===== src/crb_pkg.sv =====
// Constants and types shared by the CSI-2 debug and back-link I2C register bank
package crb_pkg;

  localparam int unsigned ADDR_W = 8;
  localparam int unsigned DATA_W = 8;

  // Register offsets
  localparam logic [7:0] OFF_HS_RX = 8'h22;
  localparam logic [7:0] OFF_LP_RX = 8'h23;
  localparam logic [7:0] OFF_TERM = 8'h24;
  localparam logic [7:0] OFF_RSV_25 = 8'h25;
  localparam logic [7:0] OFF_RSV_26 = 8'h26;
  localparam logic [7:0] OFF_RSV_27 = 8'h27;
  localparam logic [7:0] OFF_RSV_28 = 8'h28;
  localparam logic [7:0] OFF_RSV_29 = 8'h29;
  localparam logic [7:0] OFF_RSV_2A = 8'h2A;
  localparam logic [7:0] OFF_RSV_2B = 8'h2B;
  localparam logic [7:0] OFF_RSV_2D = 8'h2D;
  localparam logic [7:0] OFF_RSV_2E = 8'h2E;
  localparam logic [7:0] OFF_RSV_30 = 8'h30;
  localparam logic [7:0] OFF_HDR = 8'h31;
  localparam logic [7:0] OFF_BLC = 8'h32;

  // Reset values
  localparam logic [7:0] RST_HS_RX = 8'h00;
  localparam logic [7:0] RST_LP_RX = 8'h00;
  localparam logic [7:0] RST_TERM = 8'h00;
  localparam logic [7:0] RST_RSV_25 = 8'h02;
  localparam logic [7:0] RST_RSV_26 = 8'h00;
  localparam logic [7:0] RST_RSV_27 = 8'h00;
  localparam logic [7:0] RST_RSV_28 = 8'h07;
  localparam logic [7:0] RST_RSV_29 = 8'h33;
  localparam logic [7:0] RST_RSV_2A = 8'h01;
  localparam logic [7:0] RST_RSV_2E = 8'h00;
  localparam logic [7:0] RST_HDR = 8'h20;
  localparam logic [7:0] RST_BLC = 8'h09;

  // Writable bit masks; other bits are read-only and hold their reset value
  localparam logic [7:0] WM_HS_RX = 8'h7F;
  localparam logic [7:0] WM_LP_RX = 8'h7F;
  localparam logic [7:0] WM_TERM = 8'hFF;
  localparam logic [7:0] WM_SPLIT = 8'h77;
  localparam logic [7:0] WM_RSV_27 = 8'h07;
  localparam logic [7:0] WM_FULL = 8'hFF;

  // Field positions in the header capture / startup wait register
  localparam int unsigned HDR_PICK_LSB = 6;
  localparam int unsigned HDR_VIEW_BIT = 5;
  localparam int unsigned HDR_PERCH_BIT = 4;
  localparam int unsigned WAIT_LSB = 0;

  // Field positions in the back-link I2C register
  localparam int unsigned BLC_ALL_BIT = 7;
  localparam int unsigned BLC_MATCH_BIT = 6;
  localparam int unsigned BLC_ACK_BIT = 5;
  localparam int unsigned BLC_PAR_BIT = 3;

  // Startup wait timing
  localparam int unsigned CLK_HZ = 25_000_000;
  localparam int unsigned WAIT_STEP_US = 100;
  localparam int unsigned WAIT_STEP_CYC = CLK_HZ / 1_000_000 * WAIT_STEP_US;
  localparam int unsigned STEP_CNT_W = 12;

  localparam int unsigned NUM_LANES = 4;
  localparam int unsigned NUM_VC = 4;

  // Packet header as seen on a lane: data id and word count
  typedef struct packed
  {
    logic [1:0] vc;
    logic [5:0] dtype;
    logic [15:0] wcount;
  } crb_hdr_t;

  // One I2C transaction request towards the back link
  typedef struct packed
  {
    logic [6:0] addr;
    logic write;
  } crb_i2c_req_t;

  typedef enum logic [1:0]
  {
    ST_IDLE,
    ST_WAIT,
    ST_RUN
  } crb_start_t;

endpackage


===== src/crb_regs.sv =====
// CSI-2 receive debug and back-link I2C configuration register bank
//
// Chosen here: the strobed register port.
`timescale 1ns/1ps
`default_nettype none
module crb_regs
  import crb_pkg::*;
(
  // Clock and reset
  input wire logic core_clk,
  input wire logic rst_n,
  // Register port
  input wire logic [ADDR_W-1:0] reg_addr,
  input wire logic [DATA_W-1:0] reg_wdata,
  input wire logic reg_wr,
  input wire logic reg_rd,
  output logic [DATA_W-1:0] reg_rdata,
  // Lane side
  input wire logic [NUM_LANES-1:0] lane_lp_ctrl,
  input wire logic hdr_valid,
  input wire crb_hdr_t hdr_raw,
  input wire crb_hdr_t hdr_fixed,
  output logic [NUM_LANES-1:0] lane_lp_ctrl_gated,
  output logic startup_done,
  output crb_hdr_t hdr_report,
  output logic hdr_report_valid,
  output logic [6:0] hs_rx_en,
  output logic [6:0] lp_rx_en,
  output logic [7:0] lane_term_en,
  // I2C forwarding
  input wire logic i2c_req_valid,
  input wire crb_i2c_req_t i2c_req,
  input wire logic [6:0] alias_addr0,
  input wire logic [6:0] remote_target_addr0,
  output logic i2c_fwd_valid,
  output crb_i2c_req_t i2c_fwd,
  output logic i2c_auto_ack,
  output logic parity_check_en
);

  logic [7:0] r_hs;
  logic [7:0] r_lp;
  logic [7:0] r_term;
  logic [7:0] r_rsv [0:5];
  logic [7:0] r_rsv_2e [0:2];
  logic [7:0] r_hdr;
  logic [7:0] r_blc;
  logic [7:0] next_rdata;
  crb_start_t st;
  logic [STEP_CNT_W-1:0] step_cnt;
  logic [2:0] steps_done;
  logic alias_hit;
  logic fwd_ok;

  // High-speed receive enable; bit 7 is read-only
  always_ff @(posedge core_clk or negedge rst_n)
  begin
    if (!rst_n)
    begin
      r_hs <= RST_HS_RX;
    end
    else if (reg_wr && reg_addr == OFF_HS_RX)
    begin
      r_hs <= reg_wdata & WM_HS_RX;
    end
  end

  // Low-power receive enable; bit 7 is read-only
  always_ff @(posedge core_clk or negedge rst_n)
  begin
    if (!rst_n)
    begin
      r_lp <= RST_LP_RX;
    end
    else if (reg_wr && reg_addr == OFF_LP_RX)
    begin
      r_lp <= reg_wdata & WM_LP_RX;
    end
  end

  // Termination enable; every bit writable
  always_ff @(posedge core_clk or negedge rst_n)
  begin
    if (!rst_n)
    begin
      r_term <= RST_TERM;
    end
    else if (reg_wr && reg_addr == OFF_TERM)
    begin
      r_term <= reg_wdata & WM_TERM;
    end
  end

  // Reserved 0x25-0x2A; masked-off bits are read-only
  always_ff @(posedge core_clk or negedge rst_n)
  begin
    if (!rst_n)
    begin
      r_rsv[0] <= RST_RSV_25;
      r_rsv[1] <= RST_RSV_26;
      r_rsv[2] <= RST_RSV_27;
      r_rsv[3] <= RST_RSV_28;
      r_rsv[4] <= RST_RSV_29;
      r_rsv[5] <= RST_RSV_2A;
    end
    else if (reg_wr)
    begin
      case (reg_addr)
        OFF_RSV_25: r_rsv[0] <= reg_wdata & WM_SPLIT;
        OFF_RSV_26: r_rsv[1] <= reg_wdata & WM_SPLIT;
        OFF_RSV_27: r_rsv[2] <= reg_wdata & WM_RSV_27;
        OFF_RSV_28: r_rsv[3] <= reg_wdata & WM_SPLIT;
        OFF_RSV_29: r_rsv[4] <= reg_wdata & WM_SPLIT;
        OFF_RSV_2A: r_rsv[5] <= reg_wdata & WM_SPLIT;
        default:
        begin
        end
      endcase
    end
  end

  // Reserved 0x2E-0x30 are plain scratch bytes
  always_ff @(posedge core_clk or negedge rst_n)
  begin
    if (!rst_n)
    begin
      r_rsv_2e[0] <= RST_RSV_2E;
      r_rsv_2e[1] <= RST_RSV_2E;
      r_rsv_2e[2] <= RST_RSV_2E;
    end
    else if (reg_wr && reg_addr >= OFF_RSV_2E && reg_addr <= OFF_RSV_30)
    begin
      r_rsv_2e[2'(reg_addr - OFF_RSV_2E)] <= reg_wdata;
    end
  end

  // Header capture and startup wait code
  always_ff @(posedge core_clk or negedge rst_n)
  begin
    if (!rst_n)
    begin
      r_hdr <= RST_HDR;
    end
    else if (reg_wr && reg_addr == OFF_HDR)
    begin
      r_hdr <= reg_wdata & WM_FULL;
    end
  end

  // Back-link I2C configuration
  always_ff @(posedge core_clk or negedge rst_n)
  begin
    if (!rst_n)
    begin
      r_blc <= RST_BLC;
    end
    else if (reg_wr && reg_addr == OFF_BLC)
    begin
      r_blc <= reg_wdata & WM_FULL;
    end
  end

  // Read mux; 0x2B-0x2D have no writable storage and read zero
  always_comb
  begin
    next_rdata = 8'h00;
    case (reg_addr)
      OFF_HS_RX: next_rdata = r_hs;
      OFF_LP_RX: next_rdata = r_lp;
      OFF_TERM: next_rdata = r_term;
      OFF_RSV_25: next_rdata = r_rsv[0];
      OFF_RSV_26: next_rdata = r_rsv[1];
      OFF_RSV_27: next_rdata = r_rsv[2];
      OFF_RSV_28: next_rdata = r_rsv[3];
      OFF_RSV_29: next_rdata = r_rsv[4];
      OFF_RSV_2A: next_rdata = r_rsv[5];
      OFF_HDR: next_rdata = r_hdr;
      OFF_BLC: next_rdata = r_blc;
      default:
      begin
        if (reg_addr >= OFF_RSV_2E && reg_addr <= OFF_RSV_30)
        begin
          next_rdata = r_rsv_2e[2'(reg_addr - OFF_RSV_2E)];
        end
      end
    endcase
  end

  // Read data stands only in the cycle after the strobe
  always_ff @(posedge core_clk or negedge rst_n)
  begin
    if (!rst_n)
    begin
      reg_rdata <= 8'h00;
    end
    else if (reg_rd)
    begin
      reg_rdata <= next_rdata;
    end
    else
    begin
      reg_rdata <= 8'h00;
    end
  end

  // Debug lane enables leave through one register stage; zero is normal operation
  always_ff @(posedge core_clk or negedge rst_n)
  begin
    if (!rst_n)
    begin
      hs_rx_en <= RST_HS_RX[6:0];
      lp_rx_en <= RST_LP_RX[6:0];
      lane_term_en <= RST_TERM;
    end
    else
    begin
      hs_rx_en <= r_hs[6:0];
      lp_rx_en <= r_lp[6:0];
      lane_term_en <= r_term;
    end
  end

  // Startup wait: counts whole 100 us steps after reset release.
  // Code is sampled each step, so a rewrite during the wait takes effect at the end of the current step.
  always_ff @(posedge core_clk or negedge rst_n)
  begin
    if (!rst_n)
    begin
      st <= ST_IDLE;
      step_cnt <= '0;
      steps_done <= 3'h0;
    end
    else
    begin
      case (st)
        ST_IDLE:
        begin
          st <= ST_WAIT;
          step_cnt <= '0;
          steps_done <= 3'h0;
        end
        ST_WAIT:
        begin
          if (step_cnt == STEP_CNT_W'(WAIT_STEP_CYC - 1))
          begin
            step_cnt <= '0;
            if (steps_done >= r_hdr[WAIT_LSB +: 3])
            begin
              st <= ST_RUN;
            end
            else
            begin
              steps_done <= steps_done + 3'h1;
            end
          end
          else
          begin
            step_cnt <= step_cnt + STEP_CNT_W'(1);
          end
        end
        ST_RUN: st <= ST_RUN;
        default: st <= ST_IDLE;
      endcase
    end
  end

  // Low-power control is masked until the wait ends
  always_ff @(posedge core_clk or negedge rst_n)
  begin
    if (!rst_n)
    begin
      lane_lp_ctrl_gated <= '0;
      startup_done <= 1'b0;
    end
    else
    begin
      startup_done <= (st == ST_RUN);
      lane_lp_ctrl_gated <= (st == ST_RUN) ? lane_lp_ctrl : '0;
    end
  end

  // Header report: view picks source, per-channel mode filters by channel
  always_ff @(posedge core_clk or negedge rst_n)
  begin
    if (!rst_n)
    begin
      hdr_report <= '0;
      hdr_report_valid <= 1'b0;
    end
    else
    begin
      hdr_report_valid <= 1'b0;
      if (hdr_valid &&
          (!r_hdr[HDR_PERCH_BIT] ||
           hdr_raw.vc == r_hdr[HDR_PICK_LSB +: 2]))
      begin
        hdr_report <= r_hdr[HDR_VIEW_BIT] ? hdr_fixed : hdr_raw;
        hdr_report_valid <= 1'b1;
      end
    end
  end

  assign alias_hit = (i2c_req.addr == alias_addr0);
  assign fwd_ok = r_blc[BLC_ALL_BIT] || (r_blc[BLC_MATCH_BIT] && alias_hit);

  // I2C forwarding decision and alias remap
  always_ff @(posedge core_clk or negedge rst_n)
  begin
    if (!rst_n)
    begin
      i2c_fwd_valid <= 1'b0;
      i2c_fwd <= '0;
      i2c_auto_ack <= 1'b0;
    end
    else
    begin
      i2c_fwd_valid <= i2c_req_valid && fwd_ok;
      i2c_fwd.write <= i2c_req.write;
      i2c_fwd.addr <= alias_hit ? remote_target_addr0 : i2c_req.addr;
      // Ack does not wait for lock or the remote answer
      i2c_auto_ack <= i2c_req_valid && i2c_req.write && r_blc[BLC_ACK_BIT];
    end
  end

  always_ff @(posedge core_clk or negedge rst_n)
  begin
    if (!rst_n)
    begin
      parity_check_en <= RST_BLC[BLC_PAR_BIT];
    end
    else
    begin
      parity_check_en <= r_blc[BLC_PAR_BIT];
    end
  end

endmodule
`default_nettype wire


===== config.mk =====
export PLATFORM = sky130hd
export DESIGN_NAME = crb_regs
export DESIGN_NICKNAME = d
export VERILOG_FILES = /design/src/crb_pkg.sv /design/src/crb_regs.sv
export SDC_FILE = /design/constraint.sdc
export NUM_CORES = 1
export LEC_CHECK = 0
export BUFFER_PORTS_ARGS = -buffer_cell sky130_fd_sc_hd__buf_2
export CAP_MARGIN = 40
export CELL_PAD_IN_SITES_DETAIL_PLACEMENT = 1
export CELL_PAD_IN_SITES_GLOBAL_PLACEMENT = 2
export CORE_MARGIN = 3
export CORE_UTILIZATION = 30
export DETAILED_ROUTE_END_ITERATION = 8
export MAX_ROUTING_LAYER = met4
export PLACE_DENSITY = 0.8
export REMOVE_ABC_BUFFERS = 1
export SLEW_MARGIN = 25
export SYNTH_ARGS = -nofsm -noshare
export SYNTH_HDL_FRONTEND = slang
export SYNTH_SLANG_ARGS = --single-unit
export TNS_END_PERCENT = 10

===== constraint.sdc =====
create_clock -name core_clk -period 4.3 [get_ports core_clk]
set_clock_uncertainty 0.1 [all_clocks]
set_input_delay 0.645 -clock core_clk [delete_from_list [all_inputs] [get_ports core_clk]]
set_output_delay 0.645 -clock core_clk [all_outputs]
set_load 0.02 [all_outputs]

==> Word level (Yosys, flattened, before mapping) <==
Cells that the tools add are included.
{ "totals": {"register_bits": 183, "latch_bits": 0, "ramBits": 0, "mem_bits_ro": 0, "word_cells": 108, "memories": 0} }
{ "op_classes": {"addsub": 3, "mul": 0, "div": 0, "magnitude_cmp": 5, "eq_ne": 19, "shift": 0, "muxes": 21, "bitwise": 1, "n_reduce_logical": 27} }
{ "op_table": {"columns": ["operator", "n"], "rows": [
  ["$eq 8x6->1 const B", 11],
  ["$pmux 8 s11", 1],
  ["$mux 8", 5],
  ["$bwmux 24", 1],
  ["$mux 24", 1],
  ["$pmux 12 s2", 1],
  ["$bmux 8 s2", 1],
  ["$demux 8 s2", 1],
  ["$logic_and 1x1->1", 14],
  ["$reduce_and 2->1", 7],
  ["$add 12x1->12 const B", 1],
  ["$eq 12x12->1 const B", 1],
  ["$mux 12", 1],
  ["$ge 8x6->1 const B", 1],
  ["$le 8x6->1 const B", 1],
  ["$eq 7x7->1", 1],
  ["$mux 7", 1],
  ["$mux 3", 2],
  ["$ne 2x2->1 const B", 3],
  ["$pmux 2 s3", 1],
  ["$pmux 3 s2", 1],
  ["$mux 2", 2],
  ["$mux 4", 1],
  ["$add 3x1->3 const B", 1],
  ["14 further kinds", 15]
]} }

==> Longest topological paths before layout <==
{ "depth": {"word_depth": 8, "mapped_depth": 8, "depth_no_buf": 7} }

==> Worst setup path before layout <==
OpenSTA, ideal clock, no wires.
{ "synth_timing": {"path_type": "input to register", "from": "input port reg_addr[4]", "to": "register r_rsv[20] (netlist name)", "arrival_ns": 2.193, "slack_ns": 1.882, "stages": 6, "path_cell_list": "buf_6 nor4b_4 nand2_4 or4b_4 buf_6 mux2_4"} }
{ "synth_via": {"elab_chain_cells": 2} }
{ "synth_lines": {"columns": ["element", "line_no", "source"], "rows": [
  ["start: declaration", "crb_regs.sv:13", "input wire logic [ADDR_W-1:0] reg_addr,"],
  ["$eq 8x6->1", "crb_regs.sv:108", "case (reg_addr)"],
  ["$reduce_and 2->1 (no source line)", null, null],
  ["end: declaration", "crb_regs.sv:44", "logic [7:0] r_rsv [0:5];"]
]} }
Every way passes these cells.
A chain may end at the register's enable or synchronous reset.

==> Worst setup path after layout <==
{ "layout_timing": {"from": "input port reg_addr[1]", "to": "register r_rsv_2e[3] (netlist name)"} }
{ "layout_via": {"elab_chain_cells": 7, "word_cells_on_any_way": 12} }
{ "layout_lines": {"columns": ["element", "line_no", "source"], "rows": [
  ["$sub 2x2->2", "crb_regs.sv:133", "r_rsv_2e[2'(reg_addr - OFF_RSV_2E)] <= reg_wdata;"],
  ["$not 2->3 (implied by the code)", "crb_regs.sv:133", null],
  ["$ge 3x3->1 (implied by the code) / $lt 3x1->1 (equally long branches)", "crb_regs.sv:133", null],
  ["$logic_and 1x1->1 (implied by the code)", "crb_regs.sv:133", null],
  ["$mux 8 (implied by the code)", "crb_regs.sv:133", null],
  ["$demux 8 s2", "crb_regs.sv:133", null],
  ["$bwmux 24", "crb_regs.sv:133", null],
  ["end signal: indexed assignment", "crb_regs.sv:133", null],
  ["end: declaration", "crb_regs.sv:45", "logic [7:0] r_rsv_2e [0:2];"]
]} }
Parallel ways exist; a longest one is shown, timed or not.

==> flow_metrics.py <==
metrics = {
    "outcome": {
        "status": "complete, no violations",
    },
    "placement": {
        "hpwl_um": 16800,
        "place_ws_ns": 1.23,
        "io_buffers": 166,
        "gp_congestion": 0.892,
    },
    "floorplan": {
        "chipHeight_um": 171,
        "core-area_mm2": 0.0264,
        "die-area_mm2": 0.0293,
        "rows": 59,
        "die_x_um": 171,
        "initial_utilization_pct": 31.0,
        "io_pins": 167,
    },
    "critical_path": {
        "end_kind": "register",
        "required_ns": 4.51,
        "r2r_cells": 6,
        "crit-reg2reg-launch": "step_cnt[0]",
        "r2r_slack_ns": 1.92,
        "cp.arrival_ns": 2.85,
        "path_max_fanout": 39,
        "crit_type": "input port to register",
        "r2r_end": "steps_done[1]",
        "critPathLaunchType": "input port",
    },
    "power_and_ir_drop": {
        "pwr-share-seq_pct": 50.7,
        "ir_drop_uv": 260,
        "p_sw_w": 0.000950,
        "internal_power_w": 0.00271,
        "p_clk_share_pct": 39.7,
        "cellPowerDensity_mw_per_mm2": 369,
        "switching_share_pct": 26.0,
        "comb_power_share_pct": 9.6,
        "p_leak_nw": 4.68,
        "total_power_w": 0.00366,
    },
    "hold_path": {
        "hold_class": "input port to async pin",
    },
    "clock_tree": {
        "tritoncts": "yes",
        "clock_sinks": 183,
        "clk_transition_reported_paths_ns": 0.07,
        "cts_buffers": 17,
        "cts_setup_buffers": 0,
        "cts-root-buf": "clkbuf_16",
        "cts_buffer_depth": 2,
        "clkLatencyLatePin_ns": 0.43,
        "cts_hold_buf": 0,
        "htreeDepth": 4,
        "post_cts_resize_count": 0,
    },
    "logic_synthesis": {
        "synth-main-ff-cell": "dfrtp_1",
        "synthMostInstantiatedCell": "dfrtp_1",
        "synth_top_cell_by_area": "dfrtp_1",
        "syn_area_per_cell_um2": 12.6,
        "synthTopCellsByCount": "dfrtp_1, mux2_2, o21ai_0, nand2_1, mux2i_1",
        "synthArstFlopShare_pct": 100,
        "ys_warn_count": 0,
        "ys_top_cells_by_area": "dfrtp_1, mux2_2, dfstp_2",
        "netlist_instances": 652,
        "ys_types": 64,
        "synth_seq_cells": 183,
        "synth_enable_flop_cells": 0,
        "yosysSeqAreaShare_pct": 56.2,
        "synth_area_mm2": 0.00818,
        "netlist.area_leader.share_pct": 52.0,
    },
    "flow_run": {
        "maxCapViolCount": 0,
    },
    "drt": {
        "routed.top_layer": "met4",
        "wl_met1_um": 10100,
        "drc": 0,
        "vias_per_cell": 5.07,
        "wl_um": 23400,
        "ant_nets": 0,
        "wl_met3_um": 1030,
        "wl_met2_um": 11500,
        "dr.pass1.iters": 5,
        "wl_per_cell_um": 20.2,
        "num_vias": 5866,
        "first_iter_violations": 391,
    },
    "cells_and_area": {
        "area_growth_pct": 21.1,
        "drive_gt1_share_pct": 42.5,
        "nFillCells": 2896,
        "fin_nets": 913,
    },
    "timing": {
        "tightest_slew_ns": 0.805,
        "maxSlewHeadroom_pct": 46.3,
        "setup_viol": 0,
        "hold_viol_final": 0,
        "finalWorstSetupSlack_ns": 1.66,
        "rsz0062_at_grt": "no",
        "maxClockFrequency_ghz": 0.379,
        "finalCriticalPeriod_ns": 2.64,
        "setup_tns_ns": 0,
        "finalCritPeriodShare_pct": 61.4,
        "maxSlewViolCount": 0,
    },
    "global_routing": {
        "overflow": 0,
        "antenna_found_initial": 1,
        "grt_max_degree": 83,
        "grt_use_total_pct": 16.2,
        "grt_pass1_vias": 6078,
        "grt_pass1_wl_um": 35500,
    },
}
==> flip-flops by register name, indices dropped and copies added, names as in the netlist, 12 cells and up <==
register    flops
hdr_report     24
r_rsv_2e       24
r_rsv          33
step_cnt       12
==> worst max path at each step <==
stage / from / end / slack, ns
6_report: reg_addr[1] / r_rsv_2e[3] / 1.66
5_1_grt: reg_addr[1] / r_rsv_2e[3] / 1.59
4_1_cts: reg_addr[1] / r_rsv_2e[3] / 1.68
3_5_place_dp: reg_addr[1] / r_rsv_2e[3] / 1.23
3_3_place_gp: reg_addr[1] / r_term[3] / 1.24
2_1_floorplan: reg_addr[1] / r_rsv[1] / 1.73
==> critical path, cell delays in order <==
cell	delay (ns)
buf_2	0.52
and4b_2	0.33
a22oi_1	0.09
buf_4	0.21
or4b_1	0.68
mux2_2	0.35
==> placed cells by master (no fill, tap or decap), types with 14 or more instances in the layout <==
cell	count
mux2i_1	32
nand3_1	14
dfrtp_1	170
clkbuf_16	17
a22oi_1	25
nor2_1	18
mux2_2	104
buf_2	166
nand2_1	40
o21ai_0	49
==> per-layer routing <==
| metal | GRT usage (%) | vias to the layer above |
|---|---|---|
| met5 | - | - |
| met4 | 6.82 | 0 |
| met3 | 2.84 | 43 |
| met2 | 25.5 | 145 |
| met1 | 20.8 | 2991 |
| li1 | - | 2687 |
==> power groups by stage <==
stage / combinational, W / sequential (W) / clock [W]
finish: 0.000351 / 0.00185 / 0.00145
global route: 0.000385 / 0.00186 / 0.00158
CTS: 0.000359 / 0.00185 / 0.00150
detailed placement: 0.000358 / 0.00189 / 0
global placement: 0.000348 / 0.00188 / 0
floorplan: 0.000118 / 0.00192 / 0
==> logic make-up (layout without fill, tap and decap cells) <==
| kind of cell | count (synthesis) | after routing | share of synthesized area (%) |
|---|---|---|---|
| other cells | 0 | 1 | 0 |
| fa+ha+maj | 8 | 8 | 1.22 |
| xor+xnor | 12 | 12 | 1.28 |
| flops | 183 | 183 | 56.2 |
| buf+inv | 47 | 217 | 2.46 |
| simple gates | 132 | 132 | 9.14 |
| compound gates | 128 | 128 | 10.4 |
| mux | 142 | 142 | 19.3 |
==> area by class of cell <==
class	count	area, um^2	share of cell area (%)
Sequential cell	183	4600	46.4
Inverter	9	33.8	0.341
Antenna cell	1	2.50	0.0253
Clock buffer	21	450	4.55
Tap cell	335	419	4.23
Multi-Input combinational cell	422	3390	34.2
Clock inverter	11	93.8	0.947
Timing Repair Buffer	176	925	9.33
==> through the flow <==
stage	utilization [%]	hold WS [ns]	cell area [um^2]	instances
after detailed placement	35.4	0.271	9360	1125
after global routing	37.5	0.183	9910	1158
after floorplan	-	0.249	8020	614
after global placement	35.3	0.277	9330	1121
final	37.5	0.129	9910	1158
after CTS	37.5	0.165	9900	1157
(Power assumes the default switching activity.)
